`src/core/rfs_consts.vh`:
```
`ifndef RFS_CONSTS_VH
`define RFS_CONSTS_VH

// ==========================================
// Register offsets
`define RFS_ADDR_IBUS_CTRL 8'h88
`define RFS_ADDR_SPARE_CTRL 8'h89
`define RFS_ADDR_PORT_CTRL 8'h8A
`define RFS_ADDR_SUPPRESS 8'h8B
`define RFS_ADDR_ALARM_STAT 8'h90
`define RFS_ADDR_FRAME_STAT 8'h91
`define RFS_ADDR_CODE_STAT 8'h92

// ==========================================
// Field positions
`define RFS_IBUS_EN_BIT 3
`define RFS_IBUS_POS_MSB 2
`define RFS_SPARE_LEN_MSB 2
`define RFS_PORT_DIR_BIT 2
`define RFS_PORT_UNFR_BIT 1
`define RFS_PORT_EN_BIT 0
`define RFS_T1_PDV_BIT 7
`define RFS_T1_ALIGNMENT_CHANGE_FLAG_BIT 5
`define RFS_T1_Z8_BIT 4
`define RFS_T1_Z16_BIT 3
`define RFS_T1_SEVERE_FRAMING_ERROR_FLAG_BIT 2
`define RFS_T1_B8ZS_BIT 1
`define RFS_T1_FBE_BIT 0
`define RFS_E1_CRC_RESYNC_FLAG_BIT 6
`define RFS_E1_CAS_RESYNC_FLAG_BIT 5
`define RFS_E1_FAS_RESYNC_FLAG_BIT 4
`define RFS_E1_SA1_BIT 3
`define RFS_E1_SA0_BIT 2
`define RFS_E1_CMF_BIT 1
`define RFS_E1_RAF_BIT 0
`define RFS_E1_IRQ_MASK 8'h0F

// ==========================================
// Reset values
`define RFS_RESET_BYTE 8'h00

// ==========================================
// Detection thresholds and timing
`define RFS_LOS_ZEROS 8'hC0
`define RFS_Z8_LEN 8'h08
`define RFS_Z16_LEN 8'h10
`define RFS_FAS_ERR_RUN 2'h3
`define RFS_CAS_ERR_RUN 2'h2
`define RFS_CRC_WINDOW 10'h3E8
`define RFS_CRC_ERR_LIMIT 10'h393
`define RFS_TS16_FRAMES 4'hF
`define RFS_TS16_MIN_ZEROS 2'h3
`define RFS_CLK_PERIOD_NS 10
`define RFS_MF_TIME_MS 2
`define RFS_ALIGN_TIME_US 250

`endif

```
`src/core/rfs_top.v`:
```
`timescale 1ns/1ps
`include "rfs_consts.vh"

// Function
// - Interleave bus runs only while the interleave enable bit is one.
// - Three-bit position field picks slot one through eight on the interleave bus.
// - T1 spare code length: codes 0-6 mean 1-7 bits, 7 means 8/16.
// - Test port fed from receive framer at zero, transmit path at one.
// - T1 unframed bit clocks the framing-bit position into the checker.
// - Test port active only while its enable bit is one.
// - Suppress bits drop matching channel bits, bit 7 is channel MSB.
// - All alarm flags latch and may raise an interrupt.
// - Low nibble latches rising edges, high nibble falling edges of four alarms.
// - Loss of signal asserts after 192 consecutive received zeros.
// - AIS, remote alarm and loss of frame follow their received conditions.
// - T1 framing-event flags latch but never request an interrupt.
// - T1 flags latch on zero runs of eight and of sixteen or more.
// - T1 severe framing flag latches on two errors in six framing bits.
// - T1 flag latches on every B8ZS codeword, decoding enabled or not.
// - T1 frame bit error flag latches on every errored framing bit.
// - T1 flag latches when a resync changed frame or multiframe alignment.
// - E1 bits 0-3 may request interrupts, resync flags 4-6 may not.
// - E1 CRC resync flag latches at 915 errored of 1000 codewords.
// - E1 flags on three errored FAS words, two errored CAS words.
// - E1 slot 16 under-three-zeros and all-zeros flags over 16 frames.
// - E1 multiframe flag on CRC-4 boundary or 2ms, align flag every 250us.
module rfs_top #(
	parameter MF_CYCLES = (`RFS_MF_TIME_MS * 1000000) / `RFS_CLK_PERIOD_NS,
	parameter ALIGN_CYCLES = (`RFS_ALIGN_TIME_US * 1000) / `RFS_CLK_PERIOD_NS
) (
	input wire clk_sys,
	input wire reset,
	input wire e1_mode,
	input wire [7:0] reg_addr,
	input wire [7:0] reg_wdata,
	input wire reg_wr,
	input wire reg_rd,
	output reg [7:0] reg_rdata,
	input wire line_valid,
	input wire line_bit,
	input wire remote_alarm_cond,
	input wire all_ones_alarm_cond,
	input wire frame_loss_cond,
	input wire pulse_density_violation,
	input wire b8zs_codeword,
	input wire resync_align_changed,
	input wire fbit_strobe,
	input wire fbit_error,
	input wire fas_strobe,
	input wire fas_error,
	input wire cas_strobe,
	input wire cas_error,
	input wire crc_strobe,
	input wire crc_error,
	input wire crc4_enable,
	input wire crc_mf_boundary,
	input wire ts16_strobe,
	input wire ts16_mf_start,
	input wire [7:0] ts16_byte,
	input wire rx_data_valid,
	input wire rx_data,
	input wire tx_data_valid,
	input wire tx_data,
	input wire [2:0] chan_bit_index,
	input wire chan_fbit,
	output wire interleave_enable,
	output wire [2:0] bus_device_position,
	output wire [2:0] spare_code_length,
	output reg [3:0] spare_code_bits,
	output reg spare_code_long,
	output reg test_port_data,
	output reg test_port_clk_en,
	output wire signal_loss_cond,
	output wire alarm_event_pending,
	output wire framing_event_pending
);

	// ==========================================
	// Control registers
	reg [7:0] interleave_bus_ctrl;
	reg [7:0] spare_code_length_ctrl;
	reg [7:0] test_port_ctrl;
	reg [7:0] test_port_bit_suppress;
	wire [7:0] alarm_latched_status;
	wire [7:0] framing_event_latched_status;

	always @(posedge clk_sys) begin
		if (reset) begin
			interleave_bus_ctrl <= `RFS_RESET_BYTE;
			spare_code_length_ctrl <= `RFS_RESET_BYTE;
			test_port_ctrl <= `RFS_RESET_BYTE;
			test_port_bit_suppress <= `RFS_RESET_BYTE;
		end else if (reg_wr) begin
			case (reg_addr)
				`RFS_ADDR_IBUS_CTRL: interleave_bus_ctrl <= reg_wdata & 8'h7F;
				`RFS_ADDR_SPARE_CTRL: spare_code_length_ctrl <= reg_wdata & 8'h07;
				`RFS_ADDR_PORT_CTRL: test_port_ctrl <= reg_wdata & 8'h07;
				`RFS_ADDR_SUPPRESS: test_port_bit_suppress <= reg_wdata;
				default: ;
			endcase
		end
	end

	// Read data stands only in the cycle after the strobe
	always @(posedge clk_sys) begin
		if (reset)
			reg_rdata <= 8'h00;
		else if (reg_rd) begin
			case (reg_addr)
				`RFS_ADDR_IBUS_CTRL: reg_rdata <= interleave_bus_ctrl;
				`RFS_ADDR_SPARE_CTRL: reg_rdata <= spare_code_length_ctrl;
				`RFS_ADDR_PORT_CTRL: reg_rdata <= test_port_ctrl;
				`RFS_ADDR_SUPPRESS: reg_rdata <= test_port_bit_suppress;
				`RFS_ADDR_ALARM_STAT: reg_rdata <= alarm_latched_status;
				`RFS_ADDR_FRAME_STAT: reg_rdata <= framing_event_latched_status;
				default: reg_rdata <= 8'h00;
			endcase
		end else
			reg_rdata <= 8'h00;
	end

	wire clr_alarm = reg_wr && (reg_addr == `RFS_ADDR_ALARM_STAT);
	wire clr_frame = reg_wr && (reg_addr == `RFS_ADDR_FRAME_STAT);

	// ==========================================
	// Interleave bus and spare code decode
	assign interleave_enable = interleave_bus_ctrl[`RFS_IBUS_EN_BIT];
	assign bus_device_position = interleave_bus_ctrl[`RFS_IBUS_POS_MSB:0];
	assign spare_code_length = spare_code_length_ctrl[`RFS_SPARE_LEN_MSB:0];

	// Spare code only has meaning in T1; E1 reports a zero length
	always @(posedge clk_sys) begin
		if (reset) begin
			spare_code_bits <= 4'h0;
			spare_code_long <= 1'b0;
		end else if (e1_mode) begin
			spare_code_bits <= 4'h0;
			spare_code_long <= 1'b0;
		end else begin
			spare_code_long <= &spare_code_length;
			spare_code_bits <= {1'b0, spare_code_length} + 4'h1;
		end
	end

	// ==========================================
	// Receive test-pattern port
	wire port_dir = test_port_ctrl[`RFS_PORT_DIR_BIT];
	wire port_unframed = test_port_ctrl[`RFS_PORT_UNFR_BIT] & ~e1_mode;
	wire port_en = test_port_ctrl[`RFS_PORT_EN_BIT];
	wire src_valid = port_dir ? tx_data_valid : rx_data_valid;
	wire src_data = port_dir ? tx_data : rx_data;
	wire fbit_blocked = chan_fbit & ~port_unframed;
	wire bit_blocked = ~chan_fbit & test_port_bit_suppress[chan_bit_index];

	always @(posedge clk_sys) begin
		if (reset) begin
			test_port_data <= 1'b0;
			test_port_clk_en <= 1'b0;
		end else begin
			test_port_clk_en <= port_en & src_valid & ~fbit_blocked & ~bit_blocked;
			if (port_en && src_valid)
				test_port_data <= src_data;
		end
	end

	// ==========================================
	// Line zero runs
	wire [7:0] zero_run;

	rfs_run_cnt #(
		.WIDTH(8),
		.MAX(8'hFF)
	) u_zero_run (
		.clk_sys(clk_sys),
		.reset(reset),
		.strobe(line_valid),
		.hit(~line_bit),
		.count(zero_run)
	);

	assign signal_loss_cond = (zero_run >= `RFS_LOS_ZEROS);
	wire zero_step = line_valid & ~line_bit;
	wire z8_hit = zero_step & (zero_run == `RFS_Z8_LEN - 8'h01);
	wire z16_hit = zero_step & (zero_run == `RFS_Z16_LEN - 8'h01);

	// ==========================================
	// Alarm edges
	wire [3:0] cond_now = {remote_alarm_cond, all_ones_alarm_cond, signal_loss_cond,
		frame_loss_cond};
	reg [3:0] cond_prev;

	always @(posedge clk_sys) begin
		if (reset)
			cond_prev <= 4'h0;
		else
			cond_prev <= cond_now;
	end

	wire [7:0] alarm_set = {cond_prev & ~cond_now, cond_now & ~cond_prev};

	rfs_flag_bank #(
		.WIDTH(8)
	) u_alarm_flags (
		.clk_sys(clk_sys),
		.reset(reset),
		.set(alarm_set),
		.clr(clr_alarm ? reg_wdata : 8'h00),
		.flags(alarm_latched_status)
	);

	assign alarm_event_pending = |alarm_latched_status;

	// ==========================================
	// T1 framing bit checks
	reg [5:0] fbit_hist;
	wire [5:0] fbit_next = {fbit_hist[4:0], fbit_error};
	reg [2:0] fbit_errs;
	integer k;

	always @* begin
		fbit_errs = 3'h0;
		for (k = 0; k < 6; k = k + 1)
			fbit_errs = fbit_errs + {2'b00, fbit_next[k]};
	end

	always @(posedge clk_sys) begin
		if (reset)
			fbit_hist <= 6'h00;
		else if (fbit_strobe)
			fbit_hist <= fbit_next;
	end

	wire severe_framing_error_flag_hit = fbit_strobe & fbit_error & (fbit_errs >= 3'h2);
	wire fbe_hit = fbit_strobe & fbit_error;

	// ==========================================
	// E1 resync criteria
	wire [1:0] fas_run;
	wire [1:0] cas_run;

	rfs_run_cnt #(
		.WIDTH(2),
		.MAX(2'h3)
	) u_fas_run (
		.clk_sys(clk_sys),
		.reset(reset),
		.strobe(fas_strobe),
		.hit(fas_error),
		.count(fas_run)
	);

	rfs_run_cnt #(
		.WIDTH(2),
		.MAX(2'h3)
	) u_cas_run (
		.clk_sys(clk_sys),
		.reset(reset),
		.strobe(cas_strobe),
		.hit(cas_error),
		.count(cas_run)
	);

	wire fas_hit = fas_strobe & fas_error & (fas_run == `RFS_FAS_ERR_RUN - 2'h1);
	wire cas_hit = cas_strobe & cas_error & (cas_run == `RFS_CAS_ERR_RUN - 2'h1);

	// Fixed 1000-word windows; the flag fires once when errors reach 915
	reg [9:0] crc_words;
	reg [9:0] crc_errs;
	wire crc_hit = crc_strobe & crc_error & (crc_errs == `RFS_CRC_ERR_LIMIT - 10'h001);

	always @(posedge clk_sys) begin
		if (reset) begin
			crc_words <= 10'h000;
			crc_errs <= 10'h000;
		end else if (crc_strobe) begin
			if (crc_words == `RFS_CRC_WINDOW - 10'h001) begin
				crc_words <= 10'h000;
				crc_errs <= 10'h000;
			end else begin
				crc_words <= crc_words + 10'h001;
				crc_errs <= crc_errs + {9'h000, crc_error};
			end
		end
	end

	// ==========================================
	// E1 slot 16 content over 16 frames
	reg [3:0] ts16_frame;
	reg [1:0] ts16_zeros;
	reg ts16_any_one;
	reg [3:0] byte_zeros;
	reg [2:0] sum_zeros;
	integer j;

	always @* begin
		byte_zeros = 4'h0;
		for (j = 0; j < 8; j = j + 1)
			byte_zeros = byte_zeros + {3'h0, ~ts16_byte[j]};
		sum_zeros = {1'b0, ts16_zeros} + ((byte_zeros > 4'h3) ? 3'h3 : byte_zeros[2:0]);
	end

	wire ts16_first = ts16_mf_start | (ts16_frame == 4'h0);
	wire [2:0] acc_zeros = ts16_first ? sum_zeros - {1'b0, ts16_zeros} : sum_zeros;
	wire acc_one = (ts16_first ? 1'b0 : ts16_any_one) | (|ts16_byte);
	wire ts16_last = ts16_strobe & ~ts16_mf_start & (ts16_frame == `RFS_TS16_FRAMES);
	wire sa1_hit = ts16_last & (acc_zeros < {1'b0, `RFS_TS16_MIN_ZEROS});
	wire sa0_hit = ts16_last & ~acc_one;

	always @(posedge clk_sys) begin
		if (reset) begin
			ts16_frame <= 4'h0;
			ts16_zeros <= 2'h0;
			ts16_any_one <= 1'b0;
		end else if (ts16_strobe) begin
			ts16_frame <= ts16_mf_start ? 4'h1 : ts16_frame + 4'h1;
			ts16_zeros <= (acc_zeros > 3'h3) ? 2'h3 : acc_zeros[1:0];
			ts16_any_one <= acc_one;
		end
	end

	// ==========================================
	// E1 multiframe and align-frame timers
	reg [31:0] mf_timer;
	reg [31:0] align_timer;
	wire mf_tick = (mf_timer == MF_CYCLES - 1);
	wire align_tick = (align_timer == ALIGN_CYCLES - 1);

	always @(posedge clk_sys) begin
		if (reset) begin
			mf_timer <= 32'h00000000;
			align_timer <= 32'h00000000;
		end else begin
			mf_timer <= (mf_tick || crc4_enable) ? 32'h00000000 : mf_timer + 32'h00000001;
			align_timer <= align_tick ? 32'h00000000 : align_timer + 32'h00000001;
		end
	end

	// Without CRC-4 the boundary is arbitrary, so a free timer stands in
	wire cmf_hit = crc4_enable ? crc_mf_boundary : mf_tick;

	// ==========================================
	// Framing event flags, meaning set by line mode
	reg [7:0] frame_set;

	always @* begin
		frame_set = 8'h00;
		if (e1_mode) begin
			frame_set[`RFS_E1_CRC_RESYNC_FLAG_BIT] = crc_hit;
			frame_set[`RFS_E1_CAS_RESYNC_FLAG_BIT] = cas_hit;
			frame_set[`RFS_E1_FAS_RESYNC_FLAG_BIT] = fas_hit;
			frame_set[`RFS_E1_SA1_BIT] = sa1_hit;
			frame_set[`RFS_E1_SA0_BIT] = sa0_hit;
			frame_set[`RFS_E1_CMF_BIT] = cmf_hit;
			frame_set[`RFS_E1_RAF_BIT] = align_tick;
		end else begin
			frame_set[`RFS_T1_PDV_BIT] = pulse_density_violation;
			frame_set[`RFS_T1_ALIGNMENT_CHANGE_FLAG_BIT] = resync_align_changed;
			frame_set[`RFS_T1_Z8_BIT] = z8_hit;
			frame_set[`RFS_T1_Z16_BIT] = z16_hit;
			frame_set[`RFS_T1_SEVERE_FRAMING_ERROR_FLAG_BIT] = severe_framing_error_flag_hit;
			frame_set[`RFS_T1_B8ZS_BIT] = b8zs_codeword;
			frame_set[`RFS_T1_FBE_BIT] = fbe_hit;
		end
	end

	rfs_flag_bank #(
		.WIDTH(8)
	) u_frame_flags (
		.clk_sys(clk_sys),
		.reset(reset),
		.set(frame_set),
		.clr(clr_frame ? reg_wdata : 8'h00),
		.flags(framing_event_latched_status)
	);

	// T1 never requests; E1 only from the low nibble
	assign framing_event_pending = e1_mode &
		(|(framing_event_latched_status & `RFS_E1_IRQ_MASK));

endmodule // rfs_top

```
`src/core/rfs_flag_bank.v`:
```
`timescale 1ns/1ps

// ==========================================
// Sticky flags, write-one-to-clear, set beats clear
module rfs_flag_bank #(
	parameter WIDTH = 8
) (
	input wire clk_sys,
	input wire reset,
	input wire [WIDTH-1:0] set,
	input wire [WIDTH-1:0] clr,
	output reg [WIDTH-1:0] flags
);

	genvar i;
	generate
		for (i = 0; i < WIDTH; i = i + 1) begin : g_flag
			always @(posedge clk_sys) begin
				if (reset)
					flags[i] <= 1'b0;
				else if (set[i])
					flags[i] <= 1'b1;
				else if (clr[i])
					flags[i] <= 1'b0;
			end
		end
	endgenerate

endmodule // rfs_flag_bank

```
`src/core/rfs_run_cnt.v`:
```
`timescale 1ns/1ps

// ==========================================
// Consecutive-hit run counter, saturating at MAX
module rfs_run_cnt #(
	parameter WIDTH = 8,
	parameter [WIDTH-1:0] MAX = {WIDTH{1'b1}}
) (
	input wire clk_sys,
	input wire reset,
	input wire strobe,
	input wire hit,
	output reg [WIDTH-1:0] count
);

	always @(posedge clk_sys) begin
		if (reset)
			count <= {WIDTH{1'b0}};
		else if (strobe) begin
			if (!hit)
				count <= {WIDTH{1'b0}};
			else if (count != MAX)
				count <= count + {{(WIDTH-1){1'b0}}, 1'b1};
		end
	end

endmodule // rfs_run_cnt

```
`config.mk`:
```
export PLATFORM = sky130hd
export DESIGN_NAME = rfs_top
export DESIGN_NICKNAME = d
export VERILOG_FILES = /design/src/core/rfs_top.v /design/src/core/rfs_flag_bank.v /design/src/core/rfs_run_cnt.v
export VERILOG_INCLUDE_DIRS = /design/src /design/src/core
export SDC_FILE = /design/constraint.sdc
export NUM_CORES = 1
export LEC_CHECK = 0
export ABC_AREA = 1
export BUFFER_PORTS_ARGS = -buffer_cell sky130_fd_sc_hd__buf_2
export CORE_ASPECT_RATIO = 0.6
export CORE_MARGIN = 2
export CORE_UTILIZATION = 65
export CTS_CLUSTER_DIAMETER = 40
export DETAILED_ROUTE_END_ITERATION = 12
export PLACE_DENSITY = 0.85
export SYNTH_ARGS = -nofsm -noshare
export SYNTH_HDL_FRONTEND = slang
export SYNTH_SLANG_ARGS = --single-unit
```
`constraint.sdc`:
```
create_clock -name clk_sys -period 10.37 [get_ports clk_sys]
set_input_delay 2.074 -clock clk_sys [delete_from_list [all_inputs] [get_ports clk_sys]]
set_output_delay 2.074 -clock clk_sys [all_outputs]
set_load 0.005 [all_outputs]
```
==> run summary <==
The number of clock sinks came out at ~160. The worst-case IR drop observed on VDD is around 0.1 mV. The critical path class is primary input to flop. The relative slew slack is 0.254. After synthesis, the share of flip-flops with an asynchronous set or reset is 0. sky130_fd_sc_hd__nand2_1 is the most common cell in the netlist. The clock passes through at most 2 buffers. In this run the critical register-to-register path is launched from align_timer[0]. The final-report setup violation count came out at 0. The pre-CTS setup slack is roughly 3.9 ns. The path class of the tightest hold or removal check is flop to flop. The die height is 93.8 microns. The final worst hold slack is ~0.46 ns.

The number of max-slew violations in the final report is 0. The cell family contributing the most delay on the critical path is adder cells. The post-cts hold buffer count came out at 0.

The most frequently used flop master after synthesis is sky130_fd_sc_hd__dfxtp_1. The initial utilization of the core area, before any placement, comes to 0.673. The area fraction of the dominant cell type after synthesis is 0.376. The number of top-level pins is 82. The initial detailed-routing violation count came out at ~900. The pin count of the biggest net entering global routing is 40. The number of hold violations in the final report came out at 0. The quantity of I/O buffers inserted on ports is 81. In the final design database the tool counted ~1500 nets. The root buffer selected by CTS is sky130_fd_sc_hd__clkbuf_16. The worst path needs about 6.1 ns of the cycle, external delays included. Yosys attributes the largest share of cell area to sky130_fd_sc_hd__dfxtp_1, sky130_fd_sc_hd__nand2_1, sky130_fd_sc_hd__nor2_1.

The number of nets in the synthesized netlist came out at approximately 1400. The largest single stage delay on the critical path is 0.56 ns. The critical path starts at ts16_byte[0].

The flow ran to the end, and the final reports show no timing, DRC or antenna violations. The number of remaining DRC errors is 0. The cell area after synthesis is 8730 sq um. The area of the core region came out at ~13000 sq um. For this run, the top clock speed supported by timing is 165 MHz. The setup slack after layout is around 4.3 ns. The number of synthesized flops with an enable pin is 0. The relative contribution of the clock network to total power came out at 0.469. The number of placed instances, taps included, is between 1500 and 2000.

The clock latency at the later pin of the worst-skew pair came out at 0.43 ns. The weighted congestion reported at the end of routability-driven placement is approximately 0.95. The first-pass iteration count of the detailed router is 6.

The total vias in the final route is 8514. Together, buffers and inverters on the worst path number 3. The biggest fanout along the worst timing path is 2. The arrival time of the worst setup path is 6.35 ns. In the final layout, the share of cells above drive strength 1 is 0.108. The static power due to leakage came out at a little under 0.004 uW.

The gate count after technology mapping came out at 1306. Wires add up to ~22 mm. The commonest cells after synthesis are sky130_fd_sc_hd__nand2_1, sky130_fd_sc_hd__nor2_1, sky130_fd_sc_hd__inv_1, sky130_fd_sc_hd__dfxtp_1, sky130_fd_sc_hd__a21oi_1. The area of the die came out at ~14000 sq um. The total global routing track utilization came out at 0.311. The switching share of power is 0.248.

The proportion of synthesized chip area in sequential cells came out at 0.376. The count of warnings emitted by yosys is 0. The first-pass GRT wire length is 36.2 mm. A synthesized cell averages 6.69 sq um. The maximum level of the CTS H-tree came out at 4.

The number of setup buffers added after CTS is 0. In this design, the critical path's most frequently occurring cell is sky130_fd_sc_hd__fa_1. The number of standard-cell rows in the floorplan is 32.

The overall die width is approximately 150 microns. The sequential share of power is 0.444. The combinational share of power came out at 0.087. The sort of element at the end of the critical path is a flop. The wire length per cell came out at approximately 14 microns. The multi-input combinational cells in the finished layout cover a total of between 4000 and 5000 sq um. The number of antenna violations at the first check in global routing is 0. sky130_fd_sc_hd__dfxtp_1 takes more of the synthesized area than any other cell.

The via count of the first global-routing pass came out at between 7000 and 8000. The total power per unit cell area came out at between 100 and 150 nW/um^2. Counting the buffers created by CTS gives 17.

The synthesized flop and latch total is ~160. The critical path goes through buf_2 -> inv_1 -> fa_1 -> fa_1 -> fa_1 -> ha_1 -> fa_1 -> nor2_1 -> a31oi_1 -> or2_2 -> ha_1 -> inv_1 -> fa_1 -> fa_1 -> o21ai_0 -> nand2_1 -> nand2_1 -> a21oi_1. The final-layout fill cell count came out at between 1000 and 1500. TritonCTS built the clock tree. The post-CTS clock slew at the launch and capture registers of the worst setup and hold paths is about 0.07 ns. The number of antenna diodes in the final layout is 0. The source of the worst hold timing path is interleave_bus_ctrl[6]. The portion of the clock cycle consumed by the worst path in the final layout is 0.585. The worst setup path is launched from a primary input. The final-layout setup total negative slack is 0 ns. The required time at the worst-slack endpoint is approximately 11 ns. The internal power of the cells totals 1110 uW. The post-DP HPWL is 16.0 mm. Setup repair after global routing left no endpoint under its margin.

The finished layout holds between 1500 and 2000 standard cells, fillers aside. The slew at the pin closest to its max-slew limit came out at about 1.1 ns. The number of maximum-capacitance constraint violations is 0. Yosys mapped the design onto 41 distinct sky130hd cell types.

For this design, the slowest cell found on the critical path is sky130_fd_sc_hd__fa_1. In the final layout, flip-flops and latches occupy 3280 sq um. Global routing finished with a remaining overflow of 0. The overall power is 1470 uW.

The count of nets left with antenna violations after detail routing came out at 0. For the final database, setup skew stands at roughly 0.014 ns. The number of gates resized after CTS is 0. Relative to the synthesized area, the layout overhead comes to 13.0%.

The total net switching power came out at between 300 and 400 uW. In the routed layout, each cell is associated on average with a via count of 5.43.
[cells in the final DEF (no fill, tap or decap), types with 7 or more instances in the layout]
cell type,count
sky130_fd_sc_hd__a31oi_1,7
sky130_fd_sc_hd__xor2_1,19
sky130_fd_sc_hd__nor2_2,11
sky130_fd_sc_hd__nand4_1,16
sky130_fd_sc_hd__dfxtp_1,164
sky130_fd_sc_hd__inv_1,176
sky130_fd_sc_hd__ha_1,19
sky130_fd_sc_hd__clkbuf_16,17
sky130_fd_sc_hd__nor3_1,41
sky130_fd_sc_hd__a21oi_1,89
sky130_fd_sc_hd__xnor2_1,7
sky130_fd_sc_hd__fa_1,9
sky130_fd_sc_hd__buf_2,81
sky130_fd_sc_hd__nand2_1,320
sky130_fd_sc_hd__o21ai_0,49
sky130_fd_sc_hd__nor2_1,229
sky130_fd_sc_hd__nand3_1,71
[area by class of cell]
cell class                      count  share of cell area
Tap cell                          170              0.0216
Clock inverter                     13              0.0199
Inverter                          179              0.0681
Clock buffer                       19              0.0449
Multi-Input combinational cell    940               0.471
Timing Repair Buffer               82              0.0418
Sequential cell                   164               0.333
[metrics by stage]
| step | utilization | area [sq um] |
|---|---|---|
| 2_1_floorplan | - | 8730 |
| 3_3_place_gp | 0.711 | 9230 |
| 3_5_place_dp | 0.711 | 9230 |
| 4_1_cts | 0.761 | 9870 |
| 5_1_grt | 0.761 | 9870 |
| 6_report | 0.761 | 9870 |
[cell families after synthesis]
family | Yosys count | share of synthesized area
DFF | 164 | 0.376
AOI/OAI and AO/OA | 162 | 0.0990
buffers and inverters | 202 | 0.0920
and+or+nand+nor | 724 | 0.359
adders and majority gates | 28 | 0.0479
xor gates and xnor gates | 26 | 0.0261
[per-layer routing]
layer  vias to the layer above  part of all wire  track usage
met1                      3793              0.48        0.465
met3                        36             0.098       0.0632
met4                         0             0.014       0.0772
met5                         -                 0            0
met2                       395              0.41        0.461
li1                       4290                 -            -
[worst paths after layout]
check                           end  slack [ns]  depth (start not counted)
max          u_frame_flags.flags[3]        4.30                         18
min reg2reg  interleave_bus_ctrl[6]        0.46                          2
max reg2reg         align_timer[25]        7.91                         10
min          interleave_bus_ctrl[6]        0.46                          2
[worst register-to-register path, delay by kind of cell, from the launching register on]
kind                     cells  cell delay [ns]
adder cells (fa/ha/maj)      1             0.26
buffers and inverters        2             0.20
flip-flops                   1             0.40
AND/OR/NAND/NOR              7             1.48
[sequential cells by signal (all words and copies together), names as in the netlist, 2 cells and up]
name	count
mf_timer	32
cond_prev	4
u_zero_run.count	8
test_port_bit_suppress	8
reg_rdata	8
ts16_zeros	2
u_cas_run.count	2
crc_words	10
u_alarm_flags.flags	8
spare_code_length_ctrl	3
crc_errs	10
fbit_hist	5
u_fas_run.count	2
u_frame_flags.flags	8
interleave_bus_ctrl	7
align_timer	32
spare_code_bits	4
ts16_frame	4
test_port_ctrl	3
[power groups by stage]
stage	sequential [uW]	clock (uW)	combinational [uW]
2_1_floorplan	664	0	88.3
3_3_place_gp	666	0	120
3_5_place_dp	666	0	125
4_1_cts	653	691	127
5_1_grt	654	715	149
6_report	653	689	128
Power figures use the tool's default switching activity.
